### config.mk
export PLATFORM = sky130hd
export DESIGN_NAME = osg_sync_timing
export DESIGN_NICKNAME = d
export VERILOG_FILES = /design/src/osg_sync_timing.v
export VERILOG_INCLUDE_DIRS = /design/src
export SDC_FILE = /design/constraint.sdc
export NUM_CORES = 1
export LEC_CHECK = 0
export BUFFER_PORTS_ARGS = -buffer_cell sky130_fd_sc_hd__buf_4
export CAP_MARGIN = 5
export CORE_MARGIN = 2
export CORE_UTILIZATION = 25
export CTS_CLUSTER_SIZE = 16
export DETAILED_ROUTE_END_ITERATION = 12
export PLACE_DENSITY = 0.37
export SLEW_MARGIN = 20
export SYNTH_ARGS = -nofsm -noshare
export SYNTH_HDL_FRONTEND = slang
export SYNTH_SLANG_ARGS = --single-unit
### constraint.sdc
create_clock -name CLOCK -period 4.3 [get_ports CLOCK]
set_input_delay 0.86 -clock CLOCK [delete_from_list [all_inputs] [get_ports CLOCK]]
set_output_delay 0.86 -clock CLOCK [all_outputs]
set_load 0.03 [all_outputs]
### src/osg_consts.vh
// register map, reset values and timing counts of the sync timing generator
`ifndef OSG_CONSTS_VH
`define OSG_CONSTS_VH
`define OSG_SUB_SYNC_CTRL 8'h20
`define OSG_SUB_LINE_LEN 8'h21
`define OSG_SUB_NEWLINE 8'h22
`define OSG_SUB_PAD_STR 8'h23
`define OSG_SUB_SER_CTRL 8'h24
`define OSG_SUB_HC_START 8'h26
`define OSG_SUB_HC_STOP 8'h27
`define OSG_SUB_AV_START 8'h28
`define OSG_SUB_AV_STOP 8'h29
`define OSG_SUB_FS_DELAY 8'h30
`define OSG_RST_SYNC_CTRL 8'h00
`define OSG_RST_LINE_LEN 16'h050F
`define OSG_RST_NEWLINE 16'h0090
`define OSG_RST_PAD_STR 16'h0000
`define OSG_RST_SER_CTRL 8'h20
`define OSG_RST_HC_START 16'h0032
`define OSG_RST_HC_STOP 16'h0320
`define OSG_RST_AV_START 16'h0090
`define OSG_RST_AV_STOP 16'h0500
`define OSG_RST_FS_DELAY 8'h00
`define OSG_RST_STRENGTH 4'h0
`define OSG_PAD_GRP_MEM 6'h20
`define OSG_PAD_GRP_SYNC 6'h21
`define OSG_PAD_WR_BIT 10
`define OSG_SC_HS_INV 2
`define OSG_SC_HC_INV 3
`define OSG_SC_VS_INV 4
`define OSG_OC_BLANK_DIS 0
`define OSG_OC_VSRC 1
`define OSG_OC_HDR_SUP 2
`define OSG_OC_FMT656 3
`define OSG_OC_REFCLK 4
`define OSG_OC_OUTPUT_FORMAT_SELECT 5
`define OSG_AV_GATE 12
`define OSG_AV_STD 13
`define OSG_AV_NOINTL 14
`define OSG_AV_FREERUN 15
`define OSG_TP_ENABLE 11
`define OSG_TP_CHROMA_FMT 14
`define OSG_TP_ZERO_C 15
`define OSG_HS_WIDTH 11'h040
`define OSG_VBI_LINES 10'h016
`define OSG_FIELD_625 10'h138
`define OSG_FIELD_525 10'h106
`define OSG_FS_STEP 3
`define OSG_Y_LOW 8'h10
`define OSG_Y_MID 8'h5A
`define OSG_Y_HIGH 8'hF0
`define OSG_C_ZERO 8'h80
`endif

### src/osg_sync_timing.v
// output sync timing generator with its serial register port
`timescale 1ns/1ps
`include "osg_consts.vh"
module osg_sync_timing #(
  parameter [6:0] DEV_ADDR = 7'h2B // arbitrary bus address
) (
  input wire CLOCK, // 25 MHz system clock
  input wire RESET, // synchronous, active high
  input wire SCL, // serial bus clock pin
  input wire SDA_IN, // serial bus data level
  output reg SDA_OUT, // data drive level, always low
  output reg SDA_OE, // high while pulling data low
  input wire LINE_LOCKED_CLOCK, // pixel clock from the decoder
  input wire FIELD_SYNC_IN, // vertical sync from the input
  input wire SCALER_BYPASS, // one-line bypass of the scaler
  input wire [7:0] Y_IN, // luma from the video path
  input wire [7:0] C_IN, // chroma from the video path
  output reg LINE_SYNC_PULSE, // line sync
  output reg HORIZONTAL_CLAMP_PULSE, // clamp pulse
  output reg FIELD_SYNC_PULSE, // delayed field sync
  output reg ACTIVE_VIDEO_WINDOW, // active video
  output reg VERTICAL_VALID_FLAG, // vertical flag
  output reg HEADER_ENABLE, // timing headers allowed
  output reg NEXT_LINE_READOUT, // one tick at newline value
  output reg [7:0] Y_OUT, // luma out
  output reg [7:0] C_OUT, // chroma out
  output reg SERIAL_VIDEO_FORMAT, // serial video format on
  output reg REFERENCE_CLOCK_SELECT, // 1 selects double rate
  output reg OUTPUT_FORMAT_SELECT, // 1 selects line-locked mode
  output reg [3:0] PAD_STRENGTH_MEM, // memory control pad drive
  output reg [3:0] PAD_STRENGTH_SYNC // sync pad drive
);

localparam [4:0] ST_IDLE = 5'h01;
localparam [4:0] ST_RX = 5'h02;
localparam [4:0] ST_ACK = 5'h04;
localparam [4:0] ST_TX = 5'h08;
localparam [4:0] ST_MACK = 5'h10;

function is_wide;
  input [7:0] sub;
  begin
    is_wide = (sub != `OSG_SUB_SYNC_CTRL) && (sub != `OSG_SUB_SER_CTRL) &&
              (sub != `OSG_SUB_FS_DELAY);
  end
endfunction

// start wins over stop when both match on one count
function win_next;
  input cur;
  input [10:0] cnt;
  input [10:0] start;
  input [10:0] stop;
  begin
    if (cnt == start)
      win_next = 1'b1;
    else if (cnt == stop)
      win_next = 1'b0;
    else
      win_next = cur;
  end
endfunction

////////////////////////////////////////////////////////////////////////////
// serial register port

reg [2:0] scl_s;
reg [2:0] sda_s;
reg [4:0] st_q;
reg [3:0] bitc_q;
reg [7:0] sr_q;
reg [7:0] tx_q;
reg [1:0] nbyte_q;
reg rw_q;
reg [7:0] sub_q;
reg hi_q;
reg [7:0] hold_q;
reg wr_stb_q;
reg [15:0] wr_data_q;
reg [15:0] rd_val;
reg [7:0] rd_byte;

wire scl_rise = scl_s[1] & ~scl_s[2];
wire scl_fall = ~scl_s[1] & scl_s[2];
wire bus_start = scl_s[1] & scl_s[2] & ~sda_s[1] & sda_s[2];
wire bus_stop = scl_s[1] & scl_s[2] & sda_s[1] & ~sda_s[2];

always @* begin
  rd_byte = (is_wide(sub_q) && !hi_q) ? rd_val[15:8] : rd_val[7:0];
end

always @(posedge CLOCK) begin
  scl_s <= {scl_s[1:0], SCL};
  sda_s <= {sda_s[1:0], SDA_IN};
  if (RESET) begin
    st_q <= ST_IDLE;
    bitc_q <= 4'h0;
    sr_q <= 8'h00;
    tx_q <= 8'h00;
    nbyte_q <= 2'h0;
    rw_q <= 1'b0;
    sub_q <= 8'h00;
    hi_q <= 1'b0;
    hold_q <= 8'h00;
    wr_stb_q <= 1'b0;
    wr_data_q <= 16'h0000;
    SDA_OUT <= 1'b0;
    SDA_OE <= 1'b0;
  end else begin
    wr_stb_q <= 1'b0;
    if (bus_start) begin
      st_q <= ST_RX;
      bitc_q <= 4'h0;
      nbyte_q <= 2'h0;
      SDA_OE <= 1'b0;
    end else if (bus_stop) begin
      st_q <= ST_IDLE;
      SDA_OE <= 1'b0;
    end else begin
      case (st_q)
        ST_RX: begin
          if (scl_rise) begin
            sr_q <= {sr_q[6:0], sda_s[1]};
            bitc_q <= bitc_q + 4'h1;
          end else if (scl_fall && bitc_q == 4'h8) begin
            SDA_OE <= 1'b1;
            st_q <= ST_ACK;
            if (nbyte_q != 2'h2)
              nbyte_q <= nbyte_q + 2'h1;
            case (nbyte_q)
              2'h0: begin
                rw_q <= sr_q[0];
                hi_q <= 1'b0;
                if (sr_q[7:1] != DEV_ADDR) begin
                  SDA_OE <= 1'b0;
                  st_q <= ST_IDLE;
                end
              end
              2'h1: begin
                sub_q <= sr_q;
                hi_q <= 1'b0;
              end
              default: begin
                // wide registers take high byte first, commit on low
                if (is_wide(sub_q) && !hi_q) begin
                  hold_q <= sr_q;
                  hi_q <= 1'b1;
                end else begin
                  wr_stb_q <= 1'b1;
                  wr_data_q <= is_wide(sub_q) ? {hold_q, sr_q}
                                              : {8'h00, sr_q};
                  hi_q <= 1'b0;
                end
              end
            endcase
          end
        end
        ST_ACK: begin
          if (scl_fall) begin
            if (rw_q) begin
              SDA_OE <= ~rd_byte[7];
              tx_q <= {rd_byte[6:0], 1'b0};
              hi_q <= is_wide(sub_q) & ~hi_q;
              bitc_q <= 4'h1;
              st_q <= ST_TX;
            end else begin
              SDA_OE <= 1'b0;
              bitc_q <= 4'h0;
              st_q <= ST_RX;
            end
          end
        end
        ST_TX: begin
          if (scl_fall) begin
            if (bitc_q == 4'h8) begin
              SDA_OE <= 1'b0;
              st_q <= ST_MACK;
            end else begin
              SDA_OE <= ~tx_q[7];
              tx_q <= {tx_q[6:0], 1'b0};
              bitc_q <= bitc_q + 4'h1;
            end
          end
        end
        ST_MACK: begin
          if (scl_rise && sda_s[1])
            st_q <= ST_IDLE;
          else if (scl_fall) begin
            SDA_OE <= ~rd_byte[7];
            tx_q <= {rd_byte[6:0], 1'b0};
            hi_q <= is_wide(sub_q) & ~hi_q;
            bitc_q <= 4'h1;
            st_q <= ST_TX;
          end
        end
        ST_IDLE: begin
          SDA_OE <= 1'b0;
        end
        default: begin
          st_q <= ST_IDLE;
          SDA_OE <= 1'b0;
        end
      endcase
    end
  end
end

////////////////////////////////////////////////////////////////////////////
// register file

reg [7:0] sync_ctrl_q;
reg [15:0] line_len_q;
reg [15:0] newline_q;
reg [15:0] pad_ctl_q;
reg [7:0] ser_ctrl_q;
reg [15:0] hc_start_q;
reg [15:0] hc_stop_q;
reg [15:0] av_start_q;
reg [15:0] av_stop_q;
reg [7:0] fs_delay_q;
reg [3:0] str_sel;

always @* begin
  if (pad_ctl_q[9:4] == `OSG_PAD_GRP_MEM)
    str_sel = PAD_STRENGTH_MEM;
  else if (pad_ctl_q[9:4] == `OSG_PAD_GRP_SYNC)
    str_sel = PAD_STRENGTH_SYNC;
  else
    str_sel = 4'h0;
  case (sub_q)
    `OSG_SUB_SYNC_CTRL: rd_val = {8'h00, sync_ctrl_q};
    `OSG_SUB_LINE_LEN: rd_val = line_len_q;
    `OSG_SUB_NEWLINE: rd_val = newline_q;
    `OSG_SUB_PAD_STR: rd_val = {pad_ctl_q[15:4], str_sel};
    `OSG_SUB_SER_CTRL: rd_val = {8'h00, ser_ctrl_q};
    `OSG_SUB_HC_START: rd_val = hc_start_q;
    `OSG_SUB_HC_STOP: rd_val = hc_stop_q;
    `OSG_SUB_AV_START: rd_val = av_start_q;
    `OSG_SUB_AV_STOP: rd_val = av_stop_q;
    `OSG_SUB_FS_DELAY: rd_val = {8'h00, fs_delay_q};
    default: rd_val = 16'h0000;
  endcase
end

always @(posedge CLOCK) begin
  if (RESET) begin
    sync_ctrl_q <= `OSG_RST_SYNC_CTRL;
    line_len_q <= `OSG_RST_LINE_LEN;
    newline_q <= `OSG_RST_NEWLINE;
    pad_ctl_q <= `OSG_RST_PAD_STR;
    ser_ctrl_q <= `OSG_RST_SER_CTRL;
    hc_start_q <= `OSG_RST_HC_START;
    hc_stop_q <= `OSG_RST_HC_STOP;
    av_start_q <= `OSG_RST_AV_START;
    av_stop_q <= `OSG_RST_AV_STOP;
    fs_delay_q <= `OSG_RST_FS_DELAY;
    PAD_STRENGTH_MEM <= `OSG_RST_STRENGTH;
    PAD_STRENGTH_SYNC <= `OSG_RST_STRENGTH;
  end else if (wr_stb_q) begin
    case (sub_q)
      `OSG_SUB_SYNC_CTRL: sync_ctrl_q <= wr_data_q[7:0];
      `OSG_SUB_LINE_LEN: line_len_q <= wr_data_q;
      `OSG_SUB_NEWLINE: newline_q <= wr_data_q;
      `OSG_SUB_PAD_STR: begin
        pad_ctl_q <= wr_data_q;
        // a write with the write bit clear only selects a group to read
        if (wr_data_q[`OSG_PAD_WR_BIT] &&
            wr_data_q[9:4] == `OSG_PAD_GRP_MEM)
          PAD_STRENGTH_MEM <= wr_data_q[3:0];
        if (wr_data_q[`OSG_PAD_WR_BIT] &&
            wr_data_q[9:4] == `OSG_PAD_GRP_SYNC)
          PAD_STRENGTH_SYNC <= wr_data_q[3:0];
      end
      `OSG_SUB_SER_CTRL: ser_ctrl_q <= wr_data_q[7:0];
      `OSG_SUB_HC_START: hc_start_q <= wr_data_q;
      `OSG_SUB_HC_STOP: hc_stop_q <= wr_data_q;
      `OSG_SUB_AV_START: av_start_q <= wr_data_q;
      `OSG_SUB_AV_STOP: av_stop_q <= wr_data_q;
      `OSG_SUB_FS_DELAY: fs_delay_q <= wr_data_q[7:0];
      default: sync_ctrl_q <= sync_ctrl_q;
    endcase
  end
end

////////////////////////////////////////////////////////////////////////////
// sync counter, vertical timing and field sync delay

reg [2:0] llc_s;
reg [1:0] fsi_s;
reg fsi_d;
reg [10:0] cnt_q;
reg [9:0] line_q;
reg field_q;
reg [10:0] dly_q;
reg pend_q;
reg fs_q;
reg hs_w;
reg hc_w;
reg av_w;

// pixel clock is slow against CLOCK, so edges are found by sampling
wire tick = llc_s[1] & ~llc_s[2];
wire wrap = tick & (cnt_q == line_len_q[10:0]);
wire freerun = av_start_q[`OSG_AV_FREERUN];
wire [9:0] flen = av_start_q[`OSG_AV_STD] ? `OSG_FIELD_525
                                          : `OSG_FIELD_625;
wire extra = field_q & ~av_start_q[`OSG_AV_NOINTL];
wire fr_evt = wrap & (line_q == flen - 10'h001 + {9'h000, extra});
wire in_evt = fsi_s[1] & ~fsi_d;
wire vert_evt = freerun ? fr_evt : in_evt;
wire [7:0] dly_val = fs_delay_q;
wire fs_fire = (vert_evt && dly_val == 8'h00) ||
               (pend_q && tick && dly_q == 11'h001);
wire vbi = line_q < `OSG_VBI_LINES;

always @(posedge CLOCK) begin
  llc_s <= {llc_s[1:0], LINE_LOCKED_CLOCK};
  fsi_s <= {fsi_s[0], FIELD_SYNC_IN};
  fsi_d <= fsi_s[1];
  if (RESET) begin
    cnt_q <= 11'h000;
    line_q <= 10'h000;
    field_q <= 1'b0;
    dly_q <= 11'h000;
    pend_q <= 1'b0;
    fs_q <= 1'b0;
    hs_w <= 1'b0;
    hc_w <= 1'b0;
    av_w <= 1'b0;
  end else begin
    if (tick) begin
      cnt_q <= wrap ? 11'h000 : cnt_q + 11'h001;
      hs_w <= win_next(hs_w, cnt_q, 11'h000, `OSG_HS_WIDTH);
      hc_w <= win_next(hc_w, cnt_q, hc_start_q[10:0],
                       hc_stop_q[10:0]);
      av_w <= win_next(av_w, cnt_q, av_start_q[10:0],
                       av_stop_q[10:0]);
    end
    if (vert_evt) begin
      line_q <= 10'h000;
      field_q <= freerun ? ~field_q : 1'b0;
    end else if (wrap && line_q != 10'h3FF)
      line_q <= line_q + 10'h001;
    if (vert_evt && dly_val != 8'h00) begin
      dly_q <= {dly_val, 3'h0};
      pend_q <= 1'b1;
    end else if (pend_q && tick) begin
      dly_q <= dly_q - 11'h001;
      if (dly_q == 11'h001)
        pend_q <= 1'b0;
    end
    // field sync lasts until the line wrap after it fires
    if (fs_fire)
      fs_q <= 1'b1;
    else if (wrap)
      fs_q <= 1'b0;
  end
end

////////////////////////////////////////////////////////////////////////////
// data path, test pattern and outputs

reg [7:0] pipe_y [0:2];
reg [7:0] pipe_c [0:2];
reg [7:0] tp_y;
reg [7:0] tp_c;
reg [7:0] ent_y;
reg [7:0] ent_c;
reg [7:0] sel_y;
reg [7:0] sel_c;

wire [15:0] tpc = av_stop_q;
wire fmt656 = ser_ctrl_q[`OSG_OC_FMT656];
wire gate = av_start_q[`OSG_AV_GATE] & vbi;
wire blank = (fmt656 & ~ser_ctrl_q[`OSG_OC_BLANK_DIS] & (~av_w | vbi))
             | gate;
wire cr_phase = tpc[`OSG_TP_CHROMA_FMT] ? cnt_q[1] : cnt_q[0];

always @* begin
  case (tpc[13:12])
    2'h0: tp_y = (cnt_q[7:0] < `OSG_Y_LOW) ? `OSG_Y_LOW :
                 (cnt_q[7:0] > `OSG_Y_HIGH) ? `OSG_Y_HIGH : cnt_q[7:0];
    2'h1: tp_y = `OSG_Y_LOW;
    2'h2: tp_y = `OSG_Y_MID;
    default: tp_y = `OSG_Y_HIGH;
  endcase
  // bars step with the upper counter bits, cb and cr by pixel phase
  if (tpc[13:12] == 2'h0 && !tpc[`OSG_TP_ZERO_C])
    tp_c = cr_phase ? {cnt_q[9:8], 6'h20} : {cnt_q[10:8], 5'h10};
  else
    tp_c = `OSG_C_ZERO;
  if (tpc[`OSG_TP_ENABLE]) begin
    ent_y = tp_y;
    ent_c = tp_c;
  end else if (blank) begin
    ent_y = `OSG_Y_LOW;
    ent_c = `OSG_C_ZERO;
  end else begin
    ent_y = Y_IN;
    ent_c = C_IN;
  end
  case (sync_ctrl_q[1:0])
    2'h0: begin
      sel_y = ent_y;
      sel_c = ent_c;
    end
    2'h1: begin
      sel_y = pipe_y[0];
      sel_c = pipe_c[0];
    end
    2'h2: begin
      sel_y = pipe_y[1];
      sel_c = pipe_c[1];
    end
    default: begin
      sel_y = pipe_y[2];
      sel_c = pipe_c[2];
    end
  endcase
end

always @(posedge CLOCK) begin
  if (RESET) begin
    pipe_y[0] <= `OSG_Y_LOW;
    pipe_y[1] <= `OSG_Y_LOW;
    pipe_y[2] <= `OSG_Y_LOW;
    pipe_c[0] <= `OSG_C_ZERO;
    pipe_c[1] <= `OSG_C_ZERO;
    pipe_c[2] <= `OSG_C_ZERO;
    Y_OUT <= `OSG_Y_LOW;
    C_OUT <= `OSG_C_ZERO;
    LINE_SYNC_PULSE <= 1'b0;
    HORIZONTAL_CLAMP_PULSE <= 1'b0;
    FIELD_SYNC_PULSE <= 1'b0;
    ACTIVE_VIDEO_WINDOW <= 1'b0;
    VERTICAL_VALID_FLAG <= 1'b0;
    HEADER_ENABLE <= 1'b0;
    NEXT_LINE_READOUT <= 1'b0;
    SERIAL_VIDEO_FORMAT <= 1'b0;
    REFERENCE_CLOCK_SELECT <= 1'b0;
    OUTPUT_FORMAT_SELECT <= 1'b1;
  end else begin
    if (tick) begin
      pipe_y[0] <= ent_y;
      pipe_y[1] <= pipe_y[0];
      pipe_y[2] <= pipe_y[1];
      pipe_c[0] <= ent_c;
      pipe_c[1] <= pipe_c[0];
      pipe_c[2] <= pipe_c[1];
      Y_OUT <= sel_y;
      C_OUT <= sel_c;
    end
    // a newline below 32 is not guarded; software must avoid it
    NEXT_LINE_READOUT <= tick & ~SCALER_BYPASS &
                         (cnt_q == newline_q[10:0]);
    LINE_SYNC_PULSE <= hs_w ^ sync_ctrl_q[`OSG_SC_HS_INV];
    HORIZONTAL_CLAMP_PULSE <= hc_w ^ sync_ctrl_q[`OSG_SC_HC_INV];
    FIELD_SYNC_PULSE <= fs_q ^ sync_ctrl_q[`OSG_SC_VS_INV];
    ACTIVE_VIDEO_WINDOW <= av_w & ~gate;
    VERTICAL_VALID_FLAG <= ser_ctrl_q[`OSG_OC_VSRC] ? fs_q : ~vbi;
    HEADER_ENABLE <= fmt656 &
                     ~(ser_ctrl_q[`OSG_OC_HDR_SUP] & vbi);
    SERIAL_VIDEO_FORMAT <= fmt656;
    REFERENCE_CLOCK_SELECT <= ser_ctrl_q[`OSG_OC_REFCLK];
    OUTPUT_FORMAT_SELECT <= ser_ctrl_q[`OSG_OC_OUTPUT_FORMAT_SELECT];
  end
end

endmodule

==> key figures, run 1 <==
Synth
  – Avg Inst Size Synth: 8.86 um2
  – Mapped Nets: 1,850
  – Post-synthesis register bit count: 326
  – YS warnings: 0
  – Number of synthesized flops with an enable pin: 48
  – Ys async rst share: 0%
  – Sequential area share after synthesis: 43.6%
  – Ys flop type: dfxtp_1
  – Yosys cell types: 103
  – Post-Syn Area: 16,100 um2
  – Synth Instances: 1,813

Timing
  – Period utilisation layout: 76.5%
  – Period minus WS final: 3.29 ns
  – Setup violators final: 0
  – Hold Vio Cnt, Final: 0
  – Slew Viols, Final: 0
  – Fin Hold WS: 0.323 ns
  – RSZ-0062 raised after global routing: false
  – Fmax: 304 MHz
  – Post-Route Setup TNS: 0 ns
  – Rel. slew slack: 20.8%
  – Final setup skew: 0.0250 ns
  – Final Worst Setup Slack: 1.01 ns
  – Slew of the pin with the lowest slew margin: 1.19 ns

Clock tree
  – Max Root-Sink Buffers: 3
  – TritonCTS clock tree: done
  – H-tree levels: 2
  – Cts repair resizes: 0
  – Root buf cell: clkbuf_16
  – Setup Fix Bufs, Post-CTS: 0
  – Worst skew pair latency: 0.58 ns
  – CTS Hold Buffers Added: 0
  – Num CTS Buffers: 41
  – Reg clk slew, reported paths: 0.06 ns
  – Clk sink count: 326

Critical path
  – Data arrival, critical path: 3.77 ns
  – CP Class: register to register
  – CP max stage delay: 0.77 ns
  – Worst setup SP type: register
  – Crit end category: register
  – Crit path max-delay family: simple AND/OR/NAND/NOR gates
  – Crit path buf inv count: 0
  – Crit-path cells: nor4b_4, and3b_1, and2_1, nand2_2, a211o_1
  – R2r setup slk: 1.01 ns
  – R2R cell count: 5
  – Worst Path Max Fanout: 20
  – CP required: 4.78 ns
  – Crit-path slowest cell: nor4b_4
  – Reg2reg end: newline_q[7]
  – FF-to-FF Start: sub_q[4]

Pwr
  – PwrDens: 386 nW/um2
  – Leak: 0.00652 uW
  – Clock share of power: 48.8%
  – Comb pwr share: 6.0%
  – P_int: 5390 uW
  – P_sw: 1750 uW
  – Max IR drop VDD: 0.000297 V
  – Sw frac: 24.6%
  – Part of the power in registers: 45.2%

Hold path
  – Hold path depth: 0
  – Hold endpoint: llc_s[1]
  – Hold Path Origin: llc_s[0]
  – Hold Path Class: register to register

GRT
  – Total GRT Usage: 17.9%
  – First-pass GRT wire length: 89,400 um
  – Vias in the first global route: 12,800
  – Total congestion overflow: 0
  – Initial antenna violation count: 0
  – Largest net degree at the start of global routing: 153

Layout
  – Final net count: 1,841
  – Area growth syn-to-layout: 15.2%
  – # diodes: 0
  – Layout cells sized above 1: 12.3%
  – Finished Cell Area: 18,500 um2

Floorplanning
  – Total die area: 66,300 um2
  – Starting density of the core: 25.4%
  – Die width: 258 um
  – Io pins: 59
  – Die height: 258 um
  – Core area: 63,300 um2
  – FP Rows: 92

Drt
  – Iter 0 DRT Violations: 1,116
  – Pre-antenna DRT Iters: 5
  – DR vias: 13,400
  – Final WL: 60,100 um
  – Vias/cell: 4.99
  – Routed Antenna Nets: 0
  – DR WL/cell: 22.4 um
  – Drt drc: 0

Placement
  – Port Buf Inserts: 57
  – Post-DP HPWL: 41,500 um
  – Worst slack, placed: 1.03 ns
  – Routability cong.: 0.902
  – Placement-stage cell area: 17,100 um2

Job
  – Max Cap Viol: 0

Outcome
  – Outcome: complete, no violations
## area by class of cell
cell class                      count  area (um2)
Clock buffer                       60        1200
Tap cell                          846        1060
Timing Repair Buffer               94         722
Clock inverter                     15         160
Multi-Input combinational cell   1315        8260
Sequential cell                   326        7010
Inverter                           26        98.8
Fill cell                        6772       44800
## cell families (layout without fill, tap and decap cells)
family                   count (synthesis)  after routing  synth area share, %
flip-flops                             326            326                 43.6
other                                    1              1               0.0233
multiplexers                           104            104                 6.67
adder cells (fa/ha/maj)                 14             14                 1.09
buffers and inverters                  172            195                 5.02
AND/OR/NAND/NOR                        747            747                 23.6
XOR/XNOR                               106            106                 5.78
AO/OA/AOI/OAI                          343            343                 14.2
## cells in the final DEF, fill, tap and decap left out, types with 15 or more instances in the layout
cell type,Yosys,routed
a21oi_1,149,149
a22oi_1,15,15
a32oi_1,15,15
and2_1,38,38
and3_1,28,28
buf_4,15,92
clkbuf_16,0,41
dfxtp_1,278,278
edfxtp_1,48,48
inv_1,26,25
mux2_2,15,15
mux2i_1,88,88
nand2_1,250,250
nand3_1,78,78
nand3b_1,18,18
nand4_1,25,25
nor2_1,156,155
nor2b_1,15,15
nor3_1,23,23
nor4_1,18,18
o21ai_0,33,33
o31ai_1,15,15
xnor2_1,67,67
xor2_1,39,39
## power by group through the flow
| stage | clock, uW | combinational, uW | sequential (uW) |
|---|---|---|---|
| floorplan | 0 | 345 | 3260 |
| global placement | 0 | 428 | 3290 |
| detailed placement | 0 | 428 | 3290 |
| CTS | 3610 | 430 | 3230 |
| global route | 3730 | 476 | 3240 |
| finish | 3490 | 427 | 3230 |
## registers in the layout (all words and copies together) (netlist names), 7 cells and up
signal	cells
C_OUT	8
pipe_c	24
av_stop_q	16
cnt_q	11
hc_stop_q	16
line_len_q	16
Y_OUT	8
ser_ctrl_q	8
tx_q	7
hc_start_q	16
sr_q	8
sync_ctrl_q	8
dly_q	11
newline_q	16
pipe_y	24
line_q	10
sub_q	8
wr_data_q	16
pad_ctl_q	12
dly_val	8
av_start_q	16
hold_q	8
## worst max-delay path by stage
| stage | startpoint | end | slack (ns) | cells past startpoint |
|---|---|---|---|---|
| after floorplan | RESET | pipe_c[0][0] | 1.76 | 3 |
| after global placement | sub_q[4] | newline_q[7] | 1.13 | 5 |
| after detailed placement | sub_q[4] | newline_q[7] | 1.03 | 5 |
| after CTS | sub_q[4] | newline_q[7] | 1.02 | 5 |
| after global routing | sub_q[4] | newline_q[7] | 0.85 | 5 |
| final | sub_q[4] | newline_q[7] | 1.01 | 5 |
## layer usage
metal | vias to the layer above | global-route usage [%] | share of wire, % | wire length, um
met3 | 68 | 2.78 | 5.0 | 3020
met2 | 368 | 28.0 | 45 | 27200
met1 | 6542 | 25.3 | 48 | 28600
li1 | 6404 | - | - | -
met5 | - | 0 | 0 | 0
met4 | 0 | 4.99 | 2.2 | 1320
## synthesized netlist by cell type (5+ instances only)
cell type | number | area (um2)
nand4b_1 | 8 | 70.1
o211ai_1 | 14 | 105
buf_4 | 15 | 113
ha_1 | 14 | 175
mux2_2 | 15 | 169
buf_6 | 8 | 90.1
nand3_1 | 78 | 390
nor2_1 | 156 | 586
nor4_1 | 18 | 113
or3_1 | 13 | 81.3
o22ai_1 | 5 | 31.3
nand2b_1 | 13 | 81.3
a211o_1 | 11 | 96.3
a221oi_1 | 5 | 43.8
o41ai_1 | 5 | 43.8
nor3b_1 | 8 | 60.1
mux2i_1 | 88 | 881
xnor2_1 | 67 | 587
a31oi_1 | 7 | 43.8
o31ai_1 | 15 | 113
a22oi_1 | 15 | 113
a32oi_1 | 15 | 131
a211oi_1 | 10 | 75.1
inv_1 | 26 | 97.6
nand3b_1 | 18 | 135
xor2_1 | 39 | 342
edfxtp_1 | 48 | 1440
nor3_1 | 23 | 115
nand2_1 | 250 | 938
buf_2 | 26 | 130
a21o_1 | 5 | 37.5
o21a_1 | 5 | 37.5
or2_2 | 5 | 31.3
nand4_1 | 25 | 156
dfxtp_1 | 278 | 5570
clkbuf_1 | 87 | 327
buf_1 | 8 | 30.0
a21oi_1 | 149 | 746
and3_1 | 28 | 175
nor2b_1 | 15 | 93.8
and2_1 | 38 | 238
o21ai_0 | 33 | 165
## stage by stage
stage	power, uW	utilization, %	std cells
2_1_floorplan	3610	-	1813
3_3_place_gp	3720	27.1	2607
3_5_place_dp	3720	27.1	2607
4_1_cts	7270	29.2	2682
5_1_grt	7440	29.2	2682
6_report	7150	29.2	2682
Note: power is estimated with default switching activity, not from simulation.
==> run 2, diff against run 1 <==
--- a/config.mk
+++ b/config.mk
@@ -6,6 +6,7 @@
 export SDC_FILE = /design/constraint.sdc
 export NUM_CORES = 1
 export LEC_CHECK = 0
+export ABC_AREA = 1
 export BUFFER_PORTS_ARGS = -buffer_cell sky130_fd_sc_hd__buf_4
 export CAP_MARGIN = 5
 export CORE_MARGIN = 2
==> constraint.sdc (replaced) <==
create_clock -name CLOCK -period 3.3 [get_ports CLOCK]
set_input_delay 0.66 -clock CLOCK [delete_from_list [all_inputs] [get_ports CLOCK]]
set_output_delay 0.66 -clock CLOCK [all_outputs]
set_load 0.03 [all_outputs]
==> run 2 against run 1 <==
Net effect:
- fmax is 25% higher
- clock skew rose by 0.0045 ns
- combinational power rose by 9.1%
- register-to-register slack got worse by 0.34 ns
- sequential share of layout area increased by 0.66 points
- sequential power up 28%
- critical path type unchanged
- largest power group unchanged
==> key figures, run 2 <==
Layout
  – Most frequent cells in the layout: nand2_1 (338), dfxtp_1 (278), inv_1 (242)
  – Area growth syn-to-layout: 17.1%
  – # diodes: 0 (unchanged)
  – Layout cells sized above 1: 10.4% (-1.9 points)
  – Biggest regs: pipe_c: 24 flops, pipe_y: 24 flops
  – Final core utilization: 29.5% (+0.30 points)
  – Commonest non-fill, non-tap cell in the layout: nand2_1
  – Final net count: 2,187 (+19%)
  – Fill count: 6,792 (+0.30%)
  – Finished Layout Cells: 3,020 (+13%)

Clock tree
  – Root buf cell: clkbuf_16
  – TritonCTS clock tree: done
  – Reg clk slew, reported paths: 0.06 ns (about the same)
  – H-tree levels: 2 (unchanged)
  – Num CTS Buffers: 42 (+2.4%)
  – CTS Hold Buffers Added: 0 (unchanged)
  – Max Root-Sink Buffers: 3 (unchanged)
  – Clk sink count: 326 (unchanged)
  – Cts repair resizes: 0 (unchanged)
  – Worst skew pair latency: 0.58 ns (about the same)
  – Setup Fix Bufs, Post-CTS: 0 (unchanged)

GRT
  – Largest net degree at the start of global routing: 59 (-61%)
  – Vias in the first global route: 13,800 (+8.0%)
  – Initial antenna violation count: 0 (unchanged)
  – First-pass GRT wire length: 90,600 um (+1.3%)
  – Total congestion overflow: 0 (unchanged)
  – Total GRT Usage: 18.9% (+1.0 points)

Drt
  – Iter 0 DRT Violations: 1,143 (+2.4%)
  – Routed Antenna Nets: 0 (unchanged)
  – Pre-antenna DRT Iters: 5 (unchanged)
  – DR WL/cell: 20.2 um (-10%)
  – Vias/cell: 4.77 (-4.5%)
  – Final WL: 60,900 um (+1.3%)
  – Drt drc: 0 (unchanged)
  – DR vias: 14,400 (+7.6%)

Synth
  – Top cells by area, synth: dfxtp_1 (36%), edfxtp_1 (9.3%), nand2_1 (8.2%)
  – Post-Syn Area: 15,500 um2 (-3.3%)
  – Avg Inst Size Synth: 7.38 um2 (-17%)
  – YS warnings: 0 (unchanged)
  – Post-synthesis register bit count: 326 (unchanged)
  – Cell taking the most area after synthesis: dfxtp_1
  – Top-count cell post-synth: nand2_1
  – Mapped Nets: 2,142 (+16%)
  – Synth Instances: 2,105 (+16%)
  – Ys async rst share: 0% (unchanged)
  – Most instantiated cells after synthesis: nand2_1 (338), dfxtp_1 (278), inv_1 (245)
  – Yosys cell types: 49 (-52%)
  – Yosys top cell area share: 35.8% (+1.2 points)
  – Number of synthesized flops with an enable pin: 48 (unchanged)
  – Sequential area share after synthesis: 45.1% (+1.5 points)
  – Ys flop type: dfxtp_1

Floorplanning
  – Total die area: 64,100 um2 (-3.3%)
  – FP Rows: 91 (-1.1%)
  – Core area: 61,600 um2 (-2.7%)
  – Die height: 253 um (-1.7%)
  – Die width: 253 um (-1.7%)
  – Starting density of the core: 25.2% (-0.17 points)
  – Io pins: 59 (unchanged)

Pwr
  – PwrDens: 501 nW/um2 (+30%)
  – Clock share of power: 49.3% (+0.5 points)
  – Leak: 0.00727 uW (+12%)
  – Max IR drop VDD: 0.000299 V (+0.76%)
  – Sw frac: 24.6% (+0.058 points)
  – P_sw: 2240 uW (+28%)
  – Part of the power in registers: 45.6% (+0.4 points)
  – P_int: 6870 uW (+27%)
  – Comb pwr share: 5.1% (-0.9 points)

Timing
  – Final Worst Setup Slack: 0.666 ns (-0.342 ns)
  – Slew of the pin with the lowest slew margin: 0.879 ns (-0.307 ns)
  – Post-Route Setup TNS: 0 ns (unchanged)
  – Hold Vio Cnt, Final: 0 (unchanged)
  – Slew Viols, Final: 0 (unchanged)
  – Final setup skew: 0.0295 ns (+0.00451 ns)
  – Fmax: 380 MHz (+25%)
  – RSZ-0062 raised after global routing: false
  – Setup violators final: 0 (unchanged)
  – Period utilisation layout: 79.8% (+3.3 points)
  – Rel. slew slack: 41.1% (+20 points)
  – Period minus WS final: 2.63 ns (-0.658 ns)

Critical path
  – R2R cell count: 11 (+6)
  – Worst Path Max Fanout: 16 (-20%)
  – Crit-path slowest cell: nand2_1
  – R2r setup slk: 0.67 ns (-0.34 ns)
  – CP Depth: 11 (+6)
  – Worst setup SP type: register
  – Crit path max-delay family: simple AND/OR/NAND/NOR gates
  – Crit-path cells: nand2_1, nor2_4, buf_4, nand2_1, inv_2, nor2_1, nand3_1, nand2_1, inv_1, nand3_1, a21oi_1
  – CP required: 3.80 ns (-0.98 ns)
  – Data arrival, critical path: 3.13 ns (-0.64 ns)
  – Crit end category: register
  – Crit path buf inv count: 3 (+3)
  – CP Class: register to register
  – Critical path's most frequent cell: nand2_1
  – CP max stage delay: 0.40 ns (-0.37 ns)

Placement
  – Post-DP HPWL: 44,000 um (+5.9%)
  – DP Cell Count: 2,943 (+13%)
  – Port Buf Inserts: 57 (unchanged)
  – Worst slack, placed: 0.690 ns (-0.336 ns)
  – Routability cong.: 0.891 (-1.3%)

Job
  – Max Cap Viol: 0 (unchanged)

Hold path
  – Hold Path Class: input port to register
  – Hold path depth: 1 (+1)

Outcome
  – Outcome: complete, no violations
==> run 2: changes by cell type after synthesis, sizes merged, moves of 37 or more <==
cell,delta
mux2i,-88
xnor2,-57
inv,+244
clkbuf,-40
o21ai,+170
and2,-37
nand2,+92
a21oi,+77
nor2,+94
o22ai,+52
==> run 2: cell type report <==
cell class                 instances  area, um2  area share, %
timing repair buffer              94        718           3.95
multi-input combinational       1407       7030           38.6
clock buffer                      67       1250           6.90
tap                              837       1050           5.76
clock inverter                    10       77.6          0.426
inverter                         279       1060           5.81
sequential                       326       7010           38.5
==> run 2: path summary, 6_finish.rpt <==
kind / startpoint / end
hold reg to reg: scl_s[0] / scl_s[1]
setup reg to reg: sub_q[5] / tx_q[6]
setup / recovery: sub_q[5] / tx_q[6]
hold / removal: FIELD_SYNC_IN / fsi_s[0]
==> run 2: kinds of logic after synthesis <==
kind of cell | share of synthesized area, %
compound gates | 19.5
xor+xnor | 1.92
fa+ha+maj | 1.13
buf+inv | 9.62
flops | 45.1
other cells | 0.0241
simple gates | 22.7
==> run 2: metrics by stage <==
stage	area [um2]	hold WS (ns)	total power, uW
5_1_grt	18200	0.165	9450
3_5_place_dp	16900	0.314	4710
6_report	18200	0.186	9110
2_1_floorplan	15500	0.310	4550
3_3_place_gp	16900	0.315	4710
4_1_cts	18200	0.153	9250
==> run 2: power by group through the flow <==
| stage | Clock [uW] | Sequential, uW | Combinational, uW |
|---|---|---|---|
| after CTS | 4630 | 4150 | 474 |
| final | 4490 | 4150 | 466 |
| after floorplan | 0 | 4250 | 293 |
| after global routing | 4770 | 4160 | 525 |
| after detailed placement | 0 | 4240 | 470 |
| after global placement | 0 | 4240 | 470 |
==> run 2: per-layer routing <==
| layer | vias up | GRT usage [%] | share of wire (%) |
|---|---|---|---|
| li1 | 7128 | - | - |
| met1 | 6806 | 25.3 | 46 |
| met4 | 0 | 4.89 | 2.0 |
| met5 | - | 0 | 0 |
| met2 | 387 | 32.1 | 47 |
| met3 | 72 | 2.21 | 4.9 |
==> run 3, diff against run 2 <==
==> constraint.sdc (replaced) <==
create_clock -name CLOCK -period 2.6 [get_ports CLOCK]
set_input_delay 0.52 -clock CLOCK [delete_from_list [all_inputs] [get_ports CLOCK]]
set_output_delay 0.52 -clock CLOCK [all_outputs]
set_load 0.03 [all_outputs]
==> run 3 against run 2 <==
Net effect:
- cell count rose by 0.99%
- hold slack got worse by 0.14 ns
- sequential power rose by 27%
- non-clock buffer count rose by 28
- setup slack got worse by 0.38 ns
- first-iteration DRC count rose by 2.2%
- critical path depth rose by 2
- die area did not move
- clock skew fell by 0.0045 ns
- largest cell class unchanged
==> key figures, run 3 (synthesized netlist as in run 2, its figures left out) <==
Clock tree
  – CTS Hold Buffers Added: 0 (unchanged)
  – Setup Fix Bufs, Post-CTS: 0 (unchanged)
  – Reg clk slew, reported paths: 0.06 ns (about the same)
  – Root buf cell: clkbuf_16
  – Max Root-Sink Buffers: 3 (unchanged)
  – Clk sink count: 326 (unchanged)
  – Num CTS Buffers: 43 (+2.4%)
  – Cts repair resizes: 0 (unchanged)
  – TritonCTS clock tree: done
  – H-tree levels: 2 (unchanged)
  – Worst skew pair latency: 0.58 ns (about the same)

Drt
  – Routed Antenna Nets: 0 (unchanged)
  – DR WL/cell: 19.8 um (-1.6%)
  – Drt drc: 0 (unchanged)
  – DR vias: 14,400 (+0.35%)
  – Iter 0 DRT Violations: 1,168 (+2.2%)
  – Vias/cell: 4.74 (-0.63%)
  – Pre-antenna DRT Iters: 6 (+1)
  – Final WL: 60,500 um (-0.64%)

Floorplanning
  – Die height: 253 um (unchanged)
  – Total die area: 64,100 um2 (unchanged)
  – Die width: 253 um (unchanged)
  – FP Rows: 91 (unchanged)
  – Core area: 61,600 um2 (unchanged)
  – Starting density of the core: 25.2% (unchanged)
  – Io pins: 59 (unchanged)

Pwr
  – PwrDens: 655 nW/um2 (+31%)
  – Max IR drop VDD: 0.000476 V (+59%)
  – Leak: 0.00751 uW (+3.2%)

Critical path
  – CP required: 3.10 ns (-0.70 ns)
  – CP Class: register to register
  – Crit-path slowest cell: dfxtp_1
  – Crit end category: register
  – Data arrival, critical path: 2.81 ns (-0.32 ns)
  – Worst setup SP type: register
  – Critical path's most frequent cell: nor2_1
  – R2R cell count: 13 (+2)
  – Crit-path cells: nor2_1, ha_1, inv_1, nor2_1, nor2_1, nand3_1, nor2_1, nand3_2, nand2_1, nand2_2, nand2_1, nand2_1, a21oi_1
  – CP max stage delay: 0.36 ns (-0.04 ns)
  – Worst Path Max Fanout: 18 (+2)

GRT
  – Largest net degree at the start of global routing: 54 (-8.5%)
  – Total congestion overflow: 0 (unchanged)
  – Initial antenna violation count: 0 (unchanged)
  – First-pass GRT wire length: 91,100 um (+0.58%)
  – Total GRT Usage: 18.9% (-0.021 points)
  – Vias in the first global route: 14,000 (+1.3%)

Timing
  – Slew of the pin with the lowest slew margin: 0.988 ns (+0.110 ns)
  – Rel. slew slack: 33.4% (-7.7 points)
  – Period utilisation layout: 89.1% (+9.3 points)
  – Final setup skew: 0.0251 ns (-0.00447 ns)
  – RSZ-0062 raised after global routing: false
  – Setup violators final: 0 (unchanged)
  – Hold Vio Cnt, Final: 0 (unchanged)
  – Period minus WS final: 2.32 ns (-0.318 ns)
  – Fmax: 432 MHz (+14%)
  – Post-Route Setup TNS: 0 ns (unchanged)
  – Final Worst Setup Slack: 0.284 ns (-0.382 ns)
  – Slew Viols, Final: 0 (unchanged)

Layout
  – Final core utilization: 30.1% (+0.62 points)
  – Final net count: 2,216 (+1.3%)
  – Area growth syn-to-layout: 19.6%
  – # diodes: 0 (unchanged)
  – Most frequent cells in the layout: nand2_1 (338), dfxtp_1 (278), inv_1 (242)
  – Commonest non-fill, non-tap cell in the layout: nand2_1
  – Biggest regs: pipe_c: 24 flops, pipe_y: 24 flops
  – Fill count: 6,701 (-1.3%)
  – Layout cells sized above 1: 11.7% (+1.4 points)

Placement
  – Worst slack, placed: 0.277 ns (-0.413 ns)
  – Port Buf Inserts: 57 (unchanged)
  – Routability cong.: 0.894 (+0.39%)
  – Post-DP HPWL: 44,400 um (+0.98%)

Hold path
  – Hold Path Class: input port to register
  – Hold path depth: 1 (unchanged)

Outcome
  – Outcome: complete, no violations

Job
  – Max Cap Viol: 0 (unchanged)
-- run 3: final timing paths --
check                    startpoint  endpoint  slack (ns)
setup / recovery     av_start_q[14]  dly_q[9]        0.28
hold / removal    LINE_LOCKED_CLOCK  llc_s[0]        0.04
setup reg to reg     av_start_q[14]  dly_q[9]        0.28
hold reg to reg            fsi_s[0]  fsi_s[1]        0.33
-- run 3: per-stage QoR --
| step | instance area (um2) | hold WS (ns) | total power (uW) | instances |
|---|---|---|---|---|
| finish | 18600 | 0.0412 | 12200 | 3050 |
| global route | 18600 | 0.0190 | 12600 | 3050 |
| CTS | 18600 | 0.00721 | 12400 | 3050 |
| detailed placement | 17100 | 0.315 | 6000 | 2971 |
| global placement | 17100 | 0.315 | 6000 | 2971 |
| floorplan | 15500 | 0.310 | 5770 | 2105 |
-- run 3: area by class of cell --
cell class	instances	area [um2]	area share, %
clock buffer	64	1290	6.94
clock inverter	15	190	1.02
inverter	279	1060	5.69
multi-input combinational	1407	7030	37.8
sequential	326	7010	37.7
tap	837	1050	5.64
timing repair buffer	122	953	5.13
-- run 3: metal layers --
metal,share of wire (%),vias up,track usage [%],wire length (um)
li1,-,7178,-,-
met1,46,6846,25.2,27800
met2,47,329,31.7,28300
met3,4.1,91,2.09,2480
met4,3.1,0,6.14,1860
met5,0,-,0,0
-- run 3: where the power goes --
group	switching (uW)	internal, uW	total, uW
combinational	410	196	606
sequential	54.2	5220	5270
clock	2460	3830	6290
-- run 3: critical path: cells and delay by family, from the launching register on --
| kind | cells | cell delay (ns) |
|---|---|---|
| simple gates | 10 | 1.38 |
| flops | 1 | 0.36 |
| fa+ha+maj | 1 | 0.28 |
| compound gates | 1 | 0.12 |
| buf+inv | 1 | 0.07 |
